--- src/fdlsm_pkg.sv ---
// Shared constants of the data-link status, mask and receive-read register set
package fdlsm_pkg;

  // Register offsets on the parallel control port
  localparam logic [7:0] FDLSM_OFS_LINK_STATUS = 8'h01;
  localparam logic [7:0] FDLSM_OFS_EVENT_MASK  = 8'h02;
  localparam logic [7:0] FDLSM_OFS_PKT_STATUS  = 8'h03;
  localparam logic [7:0] FDLSM_OFS_CODE_STATUS = 8'h04;
  localparam logic [7:0] FDLSM_OFS_RX_FIFO     = 8'h05;
  localparam logic [7:0] FDLSM_OFS_TX_STATUS   = 8'h06;

  // Event status and mask bit positions
  localparam int FDLSM_EV_CODE_CHG  = 7;
  localparam int FDLSM_EV_PKT_END   = 6;
  localparam int FDLSM_EV_PKT_START = 5;
  localparam int FDLSM_EV_RX_HALF   = 4;
  localparam int FDLSM_EV_RX_NE     = 3;
  localparam int FDLSM_EV_TX_HALF   = 2;
  localparam int FDLSM_EV_TX_NF     = 1;
  localparam int FDLSM_EV_TX_END    = 0;

  // Receive packet status bit positions
  localparam int FDLSM_PK_ABORT  = 7;
  localparam int FDLSM_PK_CRC    = 6;
  localparam int FDLSM_PK_OVR    = 5;
  localparam int FDLSM_PK_VALID  = 4;
  localparam int FDLSM_PK_EMPTY  = 3;
  localparam int FDLSM_PK_GOOD   = 2;
  localparam int FDLSM_PK_CLOSE  = 1;
  localparam int FDLSM_PK_OPEN   = 0;

  // Receive code status bit positions
  localparam int FDLSM_CD_LATCHED = 7;
  localparam int FDLSM_CD_LIVE    = 6;
  localparam int FDLSM_CODE_W     = 6;

  // Transmit status bit positions
  localparam int FDLSM_TX_EMPTY = 2;
  localparam int FDLSM_TX_FULL  = 1;
  localparam int FDLSM_TX_UDR   = 0;

  // Reset values and counts
  localparam logic [7:0] FDLSM_RST_MASK = 8'h00;
  localparam logic [5:0] FDLSM_RST_CODE = 6'h3F;
  localparam logic [2:0] FDLSM_ABORT_ONES = 3'h7;
  localparam int FDLSM_RX_DEPTH = 16;
  localparam int FDLSM_TAG_W    = 3;

endpackage

--- src/fdlsm_regs.sv ---
// Data-link controller status, interrupt mask and receive-read register set
`timescale 1ns/1ps
`default_nettype none
module fdlsm_regs
  import fdlsm_pkg::*;
#(
  parameter int RX_DEPTH = FDLSM_RX_DEPTH
) (
  // Clock and reset
  input  wire logic                    clk,
  input  wire logic                    arst_n,
  // Host control port
  input  wire logic [7:0]              host_addr,
  input  wire logic                    host_wr,
  input  wire logic                    host_rd,
  input  wire logic [7:0]              host_wdata,
  output logic      [7:0]              host_rdata,
  output logic                         irq,
  // Receive bit stream from the link deframer
  input  wire logic                    rx_bit_strobe,
  input  wire logic                    rx_bit,
  // Received bytes from the receive controller
  input  wire logic                    rx_byte_valid,
  input  wire logic [7:0]              rx_byte,
  input  wire logic                    rx_byte_first,
  input  wire logic                    rx_byte_last,
  input  wire logic                    rx_crc_ok,
  // Bit-oriented code detector
  input  wire logic                    code_detect,
  input  wire logic                    code_valid,
  input  wire logic [FDLSM_CODE_W-1:0] code_word,
  // Transmit side
  input  wire logic                    tx_fifo_empty,
  input  wire logic                    tx_fifo_full,
  input  wire logic                    tx_fifo_half_empty,
  input  wire logic                    tx_in_message,
  input  wire logic                    tx_byte_req,
  input  wire logic                    tx_msg_done,
  output logic                         tx_abort
);

  localparam int CW = $clog2(RX_DEPTH + 1);
  localparam int FW = 8 + FDLSM_TAG_W;

  initial begin
    if (RX_DEPTH < 2) begin
      $error("fdlsm_regs: RX_DEPTH too small");
    end
  end

  typedef struct packed {
    logic [7:0]              mask;
    logic                    code_chg;
    logic                    pkt_end;
    logic                    pkt_start;
    logic                    tx_end;
    logic                    abort_seen;
    logic                    crc_err;
    logic                    rx_ovr;
    logic                    good_msg;
    logic                    code_latched;
    logic                    code_live;
    logic [FDLSM_CODE_W-1:0] code;
    logic                    tx_udr;
    logic                    tx_abort;
    logic [2:0]              ones_cnt;
    logic                    pkt_bad;
    logic [7:0]              rdata;
  } fdlsm_state_t;

  fdlsm_state_t s_reg;
  fdlsm_state_t s_next;

  // Receive FIFO wiring
  logic          fifo_push;
  logic [FW-1:0] fifo_wdata;
  logic          fifo_pop;
  logic [FW-1:0] fifo_head;
  logic          fifo_empty;
  logic          fifo_full;
  logic [CW-1:0] fifo_count;

  // Decoded accesses
  logic rd_link;
  logic rd_pkt;
  logic rd_code;
  logic rd_fifo;
  logic rd_tx;
  logic wr_mask;

  // Events
  logic ev_abort;
  logic ev_ovr;
  logic ev_last;
  logic ev_first;
  logic ev_udr;
  logic tag_good;

  // Assembled register images
  logic [7:0] link_status;
  logic [7:0] pkt_status;
  logic [7:0] code_status;
  logic [7:0] tx_status;

  assign rd_link = host_rd && (host_addr == FDLSM_OFS_LINK_STATUS);
  assign rd_pkt  = host_rd && (host_addr == FDLSM_OFS_PKT_STATUS);
  assign rd_code = host_rd && (host_addr == FDLSM_OFS_CODE_STATUS);
  assign rd_fifo = host_rd && (host_addr == FDLSM_OFS_RX_FIFO);
  assign rd_tx   = host_rd && (host_addr == FDLSM_OFS_TX_STATUS);
  assign wr_mask = host_wr && (host_addr == FDLSM_OFS_EVENT_MASK);

  // Seventh one in a row, or any further one while the run lasts
  assign ev_abort = rx_bit_strobe && rx_bit
                    && (s_reg.ones_cnt >= (FDLSM_ABORT_ONES - 3'h1));
  assign ev_ovr   = rx_byte_valid && fifo_full;
  assign ev_last  = rx_byte_valid && rx_byte_last;
  assign ev_first = rx_byte_valid && rx_byte_first;
  assign ev_udr   = tx_byte_req && tx_in_message && tx_fifo_empty;

  // Last byte is good only if nothing went wrong anywhere in the packet
  assign tag_good = rx_crc_ok && !ev_abort && !ev_ovr && (rx_byte_first || !s_reg.pkt_bad);

  assign fifo_push  = rx_byte_valid && !fifo_full;
  assign fifo_pop   = rd_fifo;
  assign fifo_wdata = {rx_byte, tag_good && rx_byte_last, rx_byte_last, rx_byte_first};

  fdlsm_rx_fifo #(
    .WIDTH (FW),
    .DEPTH (RX_DEPTH)
  ) u_rx_fifo (
    .clk       (clk),
    .arst_n    (arst_n),
    .push      (fifo_push),
    .push_data (fifo_wdata),
    .pop       (fifo_pop),
    .head_data (fifo_head),
    .empty     (fifo_empty),
    .full      (fifo_full),
    .count     (fifo_count)
  );

  always_comb begin
    link_status                     = '0;
    link_status[FDLSM_EV_CODE_CHG]  = s_reg.code_chg;
    link_status[FDLSM_EV_PKT_END]   = s_reg.pkt_end;
    link_status[FDLSM_EV_PKT_START] = s_reg.pkt_start;
    link_status[FDLSM_EV_RX_HALF]   = (fifo_count > CW'(RX_DEPTH / 2));
    link_status[FDLSM_EV_RX_NE]     = !fifo_empty;
    link_status[FDLSM_EV_TX_HALF]   = tx_fifo_half_empty;
    link_status[FDLSM_EV_TX_NF]     = !tx_fifo_full;
    link_status[FDLSM_EV_TX_END]    = s_reg.tx_end;
  end

  always_comb begin
    pkt_status                 = '0;
    pkt_status[FDLSM_PK_ABORT] = s_reg.abort_seen;
    pkt_status[FDLSM_PK_CRC]   = s_reg.crc_err;
    pkt_status[FDLSM_PK_OVR]   = s_reg.rx_ovr;
    pkt_status[FDLSM_PK_VALID] = s_reg.good_msg;
    pkt_status[FDLSM_PK_EMPTY] = fifo_empty;
    // Position tags travel with each byte and show for the head byte
    pkt_status[FDLSM_PK_GOOD]  = !fifo_empty && fifo_head[2];
    pkt_status[FDLSM_PK_CLOSE] = !fifo_empty && fifo_head[1];
    pkt_status[FDLSM_PK_OPEN]  = !fifo_empty && fifo_head[0];
  end

  always_comb begin
    code_status                                = '0;
    code_status[FDLSM_CD_LATCHED]              = s_reg.code_latched;
    code_status[FDLSM_CD_LIVE]                 = s_reg.code_live;
    code_status[FDLSM_CODE_W-1:0]              = s_reg.code;
  end

  always_comb begin
    tx_status                 = '0;
    tx_status[FDLSM_TX_EMPTY] = tx_fifo_empty;
    tx_status[FDLSM_TX_FULL]  = tx_fifo_full;
    tx_status[FDLSM_TX_UDR]   = s_reg.tx_udr;
  end

  always_comb begin
    s_next = s_reg;

    if (wr_mask) begin
      s_next.mask = host_wdata;
    end

    // Ones run counter on the raw receive stream
    if (rx_bit_strobe) begin
      if (!rx_bit) begin
        s_next.ones_cnt = '0;
      end else if (s_reg.ones_cnt != FDLSM_ABORT_ONES) begin
        s_next.ones_cnt = s_reg.ones_cnt + 3'h1;
      end
    end

    // Packet fault memory, restarted by each opening byte
    if (ev_first) begin
      s_next.pkt_bad = ev_ovr || ev_abort;
    end else if (ev_ovr || ev_abort) begin
      s_next.pkt_bad = 1'b1;
    end
    if (ev_last && !ev_first) begin
      s_next.pkt_bad = 1'b0;
    end

    // Read clears first, then new events win
    if (rd_link) begin
      s_next.code_chg  = 1'b0;
      s_next.pkt_end   = 1'b0;
      s_next.pkt_start = 1'b0;
      s_next.tx_end    = 1'b0;
    end
    if (rd_pkt) begin
      s_next.abort_seen = 1'b0;
      s_next.crc_err    = 1'b0;
      s_next.rx_ovr     = 1'b0;
      s_next.good_msg   = 1'b0;
    end
    if (rd_code) begin
      s_next.code_latched = 1'b0;
    end
    if (rd_tx) begin
      s_next.tx_udr = 1'b0;
    end

    if (ev_abort) begin
      s_next.abort_seen = 1'b1;
      s_next.pkt_end    = 1'b1;
    end
    if (ev_last && !rx_crc_ok) begin
      s_next.crc_err = 1'b1;
    end
    if (ev_ovr) begin
      s_next.rx_ovr  = 1'b1;
      s_next.pkt_end = 1'b1;
    end
    if (ev_last) begin
      s_next.good_msg = 1'b1;
      s_next.pkt_end  = 1'b1;
    end
    if (ev_first) begin
      s_next.pkt_start = 1'b1;
    end
    if (tx_msg_done) begin
      s_next.tx_end = 1'b1;
    end

    // Code detector
    s_next.code_live = code_detect;
    if (code_detect != s_reg.code_live) begin
      s_next.code_chg = 1'b1;
    end
    if (code_detect) begin
      s_next.code_latched = 1'b1;
    end
    if (code_valid) begin
      s_next.code = code_word;
    end

    // Underflow: flag plus a one-cycle abort request to the transmitter
    s_next.tx_abort = ev_udr;
    if (ev_udr) begin
      s_next.tx_udr = 1'b1;
    end

    // Read data captured from the pre-clear images
    if (host_rd) begin
      case (host_addr)
        FDLSM_OFS_LINK_STATUS: s_next.rdata = link_status;
        FDLSM_OFS_EVENT_MASK:  s_next.rdata = s_reg.mask;
        FDLSM_OFS_PKT_STATUS:  s_next.rdata = pkt_status;
        FDLSM_OFS_CODE_STATUS: s_next.rdata = code_status;
        FDLSM_OFS_RX_FIFO:     s_next.rdata = fifo_head[FW-1:FDLSM_TAG_W];
        FDLSM_OFS_TX_STATUS:   s_next.rdata = tx_status;
        default:               s_next.rdata = 8'h00;
      endcase
    end
  end

  always_ff @(posedge clk or negedge arst_n) begin
    if (!arst_n) begin
      s_reg      <= '0;
      s_reg.mask <= FDLSM_RST_MASK;
      s_reg.code <= FDLSM_RST_CODE;
    end else begin
      s_reg <= s_next;
    end
  end

  assign host_rdata = s_reg.rdata;
  assign tx_abort   = s_reg.tx_abort;
  assign irq        = |(link_status & s_reg.mask);

endmodule
`default_nettype wire

--- src/fdlsm_rx_fifo.sv ---
// Receive byte FIFO carrying a position tag with each byte
`timescale 1ns/1ps
`default_nettype none
module fdlsm_rx_fifo
  import fdlsm_pkg::*;
#(
  parameter int WIDTH = 8 + FDLSM_TAG_W,
  parameter int DEPTH = FDLSM_RX_DEPTH
) (
  // Clock and reset
  input  wire logic                       clk,
  input  wire logic                       arst_n,
  // Write side
  input  wire logic                       push,
  input  wire logic [WIDTH-1:0]           push_data,
  // Read side
  input  wire logic                       pop,
  output logic      [WIDTH-1:0]           head_data,
  // Fill level
  output logic                            empty,
  output logic                            full,
  output logic      [$clog2(DEPTH+1)-1:0] count
);

  localparam int AW = $clog2(DEPTH);
  localparam int CW = $clog2(DEPTH + 1);

  initial begin
    if (DEPTH < 2 || (DEPTH & (DEPTH - 1)) != 0 || WIDTH < 1) begin
      $error("fdlsm_rx_fifo: DEPTH must be a power of two >= 2");
    end
  end

  typedef struct packed {
    logic [DEPTH-1:0][WIDTH-1:0] mem;
    logic [AW-1:0]               wr_ptr;
    logic [AW-1:0]               rd_ptr;
    logic [CW-1:0]               count;
  } fdlsm_fifo_state_t;

  fdlsm_fifo_state_t s_reg;
  fdlsm_fifo_state_t s_next;
  logic              do_push;
  logic              do_pop;

  assign empty     = (s_reg.count == '0);
  assign full      = (s_reg.count == CW'(DEPTH));
  assign count     = s_reg.count;
  assign head_data = s_reg.mem[s_reg.rd_ptr];
  assign do_push   = push && !full;
  assign do_pop    = pop && !empty;

  always_comb begin
    s_next = s_reg;
    if (do_push) begin
      s_next.mem[s_reg.wr_ptr] = push_data;
      s_next.wr_ptr            = s_reg.wr_ptr + AW'(1);
    end
    if (do_pop) begin
      s_next.rd_ptr = s_reg.rd_ptr + AW'(1);
    end
    case ({do_push, do_pop})
      2'b10:   s_next.count = s_reg.count + CW'(1);
      2'b01:   s_next.count = s_reg.count - CW'(1);
      default: s_next.count = s_reg.count;
    endcase
  end

  always_ff @(posedge clk or negedge arst_n) begin
    if (!arst_n) begin
      s_reg <= '0;
    end else begin
      s_reg <= s_next;
    end
  end

endmodule
`default_nettype wire

--- config.mk ---
export PLATFORM = sky130hd
export DESIGN_NAME = fdlsm_regs
export DESIGN_NICKNAME = d
export VERILOG_FILES = /design/src/fdlsm_pkg.sv /design/src/fdlsm_regs.sv /design/src/fdlsm_rx_fifo.sv
export SDC_FILE = /design/constraint.sdc
export NUM_CORES = 1
export LEC_CHECK = 0
export BUFFER_PORTS_ARGS = -buffer_cell sky130_fd_sc_hd__buf_2
export CORE_MARGIN = 4
export CORE_UTILIZATION = 42
export DETAILED_ROUTE_END_ITERATION = 10
export MAX_ROUTING_LAYER = met4
export PLACE_DENSITY = 0.54
export SKIP_CTS_REPAIR_TIMING = 1
export SLEW_MARGIN = 10
export SYNTH_ARGS = -nofsm -noshare
export SYNTH_HDL_FRONTEND = slang
export SYNTH_SLANG_ARGS = --single-unit
--- constraint.sdc ---
create_clock -name clk -period 4.75 [get_ports clk]
set_input_delay 1.425 -clock clk [delete_from_list [all_inputs] [get_ports clk]]
set_output_delay 1.425 -clock clk [all_outputs]
set_load 0.03 [all_outputs]
==> Yosys cells after proc, flatten, opt, wreduce, memory -nomap -nowiden <==
Index checks and enable logic that the tools add are counted.
{ "classes": {"bitwise_logic": 1, "n_reduce_logical": 51, "div": 0, "mul": 0, "shifts": 0, "mux": 28, "magnitude_cmp": 5, "addsub": 5, "eq_ne": 12} }
{ "ops": {"columns": ["op", "count"], "rows": [
  ["176-bit bitwise mux", 1],
  ["8-bit case mux with 6 select lines", 1],
  ["11-bit binary-select mux with 4-bit select", 1],
  ["11-bit demux with 4-bit select", 1],
  ["1-bit logical AND", 26],
  ["8-bit by 3-bit equality test with 1-bit output, second input constant", 3],
  ["11-bit two-way mux", 2],
  ["2-bit nonzero test", 10],
  ["1-bit two-way mux", 17],
  ["8-bit by 2-bit equality test with 1-bit output, second input constant", 2],
  ["4-bit by 5-bit < comparator with 1-bit output, second input constant", 2],
  ["5-bit case mux with 2 select lines", 1],
  ["4-bit by 1-bit adder with 4-bit output, second input constant", 2],
  ["8-bit bitwise AND", 1],
  ["8-bit by 1-bit equality test with 1-bit output, second input constant", 1],
  ["1-bit zero test", 8],
  ["4-bit two-way mux", 2],
  ["8-bit OR reduction", 1],
  ["3-bit two-way mux", 2],
  ["5-bit by 1-bit adder with 5-bit output, second input constant", 1],
  ["5-bit equality test, second input constant", 1],
  ["5-bit by 4-bit greater-than comparator with 1-bit output, second input constant", 1],
  ["5-bit zero test", 1],
  ["5-bit by 1-bit subtractor with 5-bit output, second input constant", 1],
  ["12 further kinds", 13]
]} }
{ "totals": {"input_bits": 48, "elab_cells": 138, "mem_count": 0, "mem_bits_ro": 0, "latch_bits": 0, "regBits": 227, "mem_bits_rw": 0} }

==> Depth between registers and ports, before layout <==
{ "depth": {"depth_word": 8, "mapped_depth": 13, "ltp_nobuf": 11} }

==> Modules after synthesis <==
From an unflattened synthesis, not the netlist that was laid out.
{ "hier_totals": {"cells_unflattened": 828, "area_unflattened_um2": 11129.4} }
{ "modules_own_cells": {"columns": ["module", "cells_per_inst", "area_each_um2", "n_inst"], "rows": [
  ["fdlsm_rx_fifo", 628, 9038.7, 1],
  ["fdlsm_regs", 200, 2090.8, 1]
]} }

==> Worst setup path before layout <==
No wires, ideal clock.
{ "synth_timing": {"kind": "in2out", "from": "input port tx_fifo_half_empty", "to": "output port irq", "setup_slack_ps": 1423, "t_required_ps": 3325, "arrival_ps": 1902, "path_stages": 2, "path_cell_list": "a22oi_1 > nand4_1"} }
{ "synth_via": {"elab_chain_cells": 2} }
{ "synth_lines": {"columns": ["element", "line_no", "text"], "rows": [
  ["from (decl)", "fdlsm_regs.sv:35", "input wire logic tx_fifo_half_empty,"],
  ["8-bit bitwise AND", "fdlsm_regs.sv:293", "assign irq = |(link_status & s_reg.mask);"],
  ["8-bit OR reduction", "fdlsm_regs.sv:293", null],
  ["to (decl)", "fdlsm_regs.sv:18", "output logic irq,"]
]} }
Every way passes these cells.

==> Final worst setup path <==
{ "layout_timing": {"from": "register u_rx_fifo.s_reg (netlist bit u_rx_fifo.count[2])", "to": "output port irq"} }
{ "layout_via": {"elab_chain_cells": 4, "word_cells_on_any_way": 5, "cone_classes": "order compare (1); bitwise (1); reduce/logical (3)"} }
{ "layout_lines": {"columns": ["element", "line_no", "text"], "rows": [
  ["from (decl)", "fdlsm_rx_fifo.sv:41", "fdlsm_fifo_state_t s_reg;"],
  ["from (signal assigned)", "fdlsm_rx_fifo.sv:73", "s_reg <= s_next;"],
  ["parallel branches: the longest is 2 deep, another holds 5-bit by 4-bit greater-than comparator with 1-bit output", null, null],
  ["8-bit bitwise AND *", "fdlsm_regs.sv:293", null],
  ["8-bit OR reduction *", "fdlsm_regs.sv:293", null]
]} }
Mark *: on every way between the ends.

==> results.md <==
Outcome:
- The flow ran to the end, and the final reports show no timing, DRC or antenna violations.

Floorplan:
- The number of primary I/O pins is 58.
- The overall die area is 28,800 um^2.
- The die is 170 um tall.
- The floorplan has 58 rows.
- Once the floorplan was initialized, standard cells occupied 43.1% of the core.
- The core region is 25,500 um^2.
- The die boundary width is 170 um.

Yosys:
- The proportion of synthesized chip area in sequential cells is 51.8%.
- The share of synthesized area in the top cell type comes to 50.4%.
- By area the synthesized netlist is led by sky130_fd_sc_hd__dfrtp_1, sky130_fd_sc_hd__mux2_1, sky130_fd_sc_hd__mux4_2, sky130_fd_sc_hd__mux2_2, sky130_fd_sc_hd__buf_4.
- For this run, asynchronously set or reset flops after synthesis account for 100%.
- The cell type with the largest total area after synthesis is sky130_fd_sc_hd__dfrtp_1.
- Among all cell types in the netlist, the one instantiated most often is sky130_fd_sc_hd__dfrtp_1.
- Counting flops and latches in the post-synthesis netlist gives 227.
- The predominant post-synthesis flop cell is sky130_fd_sc_hd__dfrtp_1.
- Synthesis handed over a netlist of 810 instances.
- The Yosys warning count is 0.
- Synthesis produced a netlist with a net count of 869.
- By count the netlist is led by sky130_fd_sc_hd__dfrtp_1, sky130_fd_sc_hd__mux2_1, sky130_fd_sc_hd__nand2_1.
- The average instance in the mapped netlist occupies 13.6 um^2.
- The synthesized design contains 0 enable-type register cells.
- The distinct cell type count after synthesis is 62.
- The combined area of all synthesized cells is 11,000 um^2.

Worst setup path:
- The data arrival time of the critical path is 2.32 ns.
- The maximum fanout along the worst path is 9.
- The worst setup path is captured at an output port.
- The worst setup path is of the flip-flop to output port kind.
- The worst register-to-register path begins at u_rx_fifo.count[2]$_DFFE_PN0P_.
- The startpoint type of the worst setup path is a flip-flop.
- The start point of the critical path is u_rx_fifo.count[2]$_DFFE_PN0P_.
- The critical path data required time is 3.32 ns.

Detailed routing:
- The final routed DRC violation total is 0.
- The wire length per cell is 23.0 um.
- Using the TritonRoute via totals, the vias-per-cell ratio works out to 5.76.
- The count of routing violations after the opening detailed-route iteration is 505.
- Before antenna repair, the detailed router went through 5 iterations.
- Detailed routing inserted a total of 6,870 vias.
- The total detailed-routing wirelength is 27.4 mm.
- The number of routed nets with antenna violations is 0.

Layout:
- The filler cell count in the final layout is 2,238.
- The finished cells cover 12,300 um^2.
- The post-route non-filler standard cell count is 1,192.
- The count of nets after finishing is 901.
- The flip-flop count of the largest register after layout is 184.
- The proportion of layout cells with a drive suffix above 1 is 22.4%.
- The synthesis-to-layout area growth is 11.8%.

Pwr:
- The fraction of power consumed by combinational cells is 23.2%.
- In this run the power spent charging and discharging nets is 0.00195 W.
- IR analysis of the VDD net gives a maximum drop of 0.292 mV.
- In this run switching power makes up 29.0% of total power.
- The clock share of power is 29.8%.
- The internal power is 0.00478 W.
- The leakage dissipation is 5.36 nW.
- For this design the ratio of total power to cell area is 549 nW/um^2.
- In this run, flip-flops and latches consume 47.0% of the power.

Timing:
- Setup repair after global routing left no endpoint under its margin.
- The minimum hold slack is 0.479 ns.
- The slew of the pin with the lowest slew margin is 1.04 ns.
- The number of pins exceeding their max-slew limit in the final report is 0.
- After layout, the minimum clock period comes to 3.75 ns.
- Setup violations remaining at the end of the flow were counted as 0.
- The post-route setup TNS is 0 ns.
- Static timing analysis puts the maximum clock frequency at 0.267 GHz.
- The worst path uses 78.8% of the clock period.
- The number of endpoints with negative hold slack in the final report was 0.
- On the final layout, the worst clock skew is 0.00829 ns.
- Headroom to the max-slew limit came out at 30.8%.

Clocking:
- Clock-pin slew was measured on the worst setup and hold paths at 0.06 ns.
- The CTS tree is built.
- The TritonCTS buffer count is 27.
- The clock sink total is 227.
- The later pin in the worst-skew pair is clocked with a latency of 0.52 ns.
- In this run the number of H-tree levels came out at 1.
- The number of buffers on the longest clock path is 3.
- Clock tree synthesis selected as its root buffer the cell sky130_fd_sc_hd__clkbuf_16.

Place:
- The final weighted congestion of routability-driven global placement is 0.873.
- In this run the cell area measured after placement is 11,400 um^2.
- The cell count after placement is 1,143.
- The port buffer count is 57.
- Detailed placement ended at an HPWL of 18.2 mm.

Min path:
- The class of the most critical hold timing path is flip-flop to flip-flop.
- The startpoint identified for the worst hold timing path is s_reg[13]$_DFFE_PN0P_.

Global routing:
- Global routing finished with a remaining overflow of 0.
- The global-route wire length before repair is 43.7 mm.
- The initial antenna violation count came to 1.
- In the global route stage, overall resource usage came out at 20.0%.
- The via count of the first global-routing pass was 7,417.
- The maximum number of pins on one net before global-route repair is 81.

Run:
- Across the run, the number of max-cap violations was 0.
power by group through the flow:
stage	sequential [W]	combinational [W]	clock [W]
after floorplan	0.00298	0.00129	0
after global placement	0.00313	0.00152	0
after detailed placement	0.00320	0.00159	0
after CTS	0.00316	0.00159	0.00205
after global routing	0.00326	0.00174	0.00214
final	0.00317	0.00156	0.00201
cell families (layout without fill, tap and decap cells):
logic type	count (synthesis)	count (layout)	share of synthesized area, %
AOI/OAI and AO/OA	90	90	5.74
xor gates and xnor gates	14	14	1.12
adders and majority gates	12	12	1.34
buffers and inverters	82	133	4.16
DFF	227	227	51.8
muxes	243	243	28.6
other	0	1	0
and+or+nand+nor	142	142	7.27
worst max-delay path, cell delays in order (launching register included):
cell	delay, ns
sky130_fd_sc_hd__dfrtp_1	0.50
sky130_fd_sc_hd__or3_1	0.44
sky130_fd_sc_hd__maj3_1	0.38
sky130_fd_sc_hd__o22ai_1	0.17
sky130_fd_sc_hd__nand4_1	0.12
sky130_fd_sc_hd__buf_2	0.19
cell usage in the layout (no fill, tap or decap), drive strengths merged, types with 5 or more instances in the layout:
cell type / synthesis / layout
a21oi: 9 / 9
a22o: 6 / 6
a22oi: 7 / 7
and2: 5 / 5
buf: 48 / 70
clkbuf: 19 / 40
clkinv: 0 / 7
dfrtp: 221 / 221
dfstp: 6 / 6
ha: 11 / 11
inv: 15 / 15
mux2: 184 / 184
mux2i: 21 / 21
mux4: 38 / 38
nand2: 45 / 45
nand3: 29 / 29
nand3b: 5 / 5
nand4: 7 / 7
nor2: 21 / 21
nor2b: 5 / 5
nor3: 5 / 5
o21ai: 32 / 32
xnor2: 9 / 9
xor2: 5 / 5
layer usage:
layer	global-route usage [%]	vias to the layer above	part of all wire, %
li1	-	3043	-
met2	31.8	182	47
met1	26.8	3598	45
met3	3.52	47	5.6
met4	5.36	0	2.4
met5	-	-	0
area by class of cell:
| class | count | area, um^2 | share of cell area (%) |
|---|---|---|---|
| timing repair buffer | 70 | 405 | 3.30 |
| antenna | 1 | 2.50 | 0.0204 |
| multi-input combinational | 501 | 4840 | 39.4 |
| tap | 330 | 413 | 3.36 |
| inverter | 15 | 56.3 | 0.459 |
| clock buffer | 40 | 805 | 6.55 |
| clock inverter | 8 | 68.8 | 0.560 |
| sequential | 227 | 5690 | 46.4 |
per-stage QoR:
step                worst slack (ns)  total power [W]  util, %
global route                   0.887          0.00714     48.2
floorplan                       1.42          0.00428        -
CTS                            0.991          0.00681     48.2
detailed placement             0.907          0.00478     44.8
finish                          1.00          0.00674     48.2
global placement                1.02          0.00464     44.8
worst paths after layout:
path,slack (ns),depth (start not counted),end
max,1.00,5,irq
min,0.48,1,s_reg[13]$_DFFE_PN0P_
max reg2reg,1.83,11,u_rx_fifo.count[4]$_DFFE_PN0P_
min reg2reg,0.48,1,s_reg[13]$_DFFE_PN0P_
max in group asynchronous,2.90,2,u_rx_fifo.s_reg[164]$_DFFE_PN0P_
min in group asynchronous,0.87,1,s_reg[11]$_DFFE_PN0P_
No activity file was read; power rests on OpenSTA's default activity.
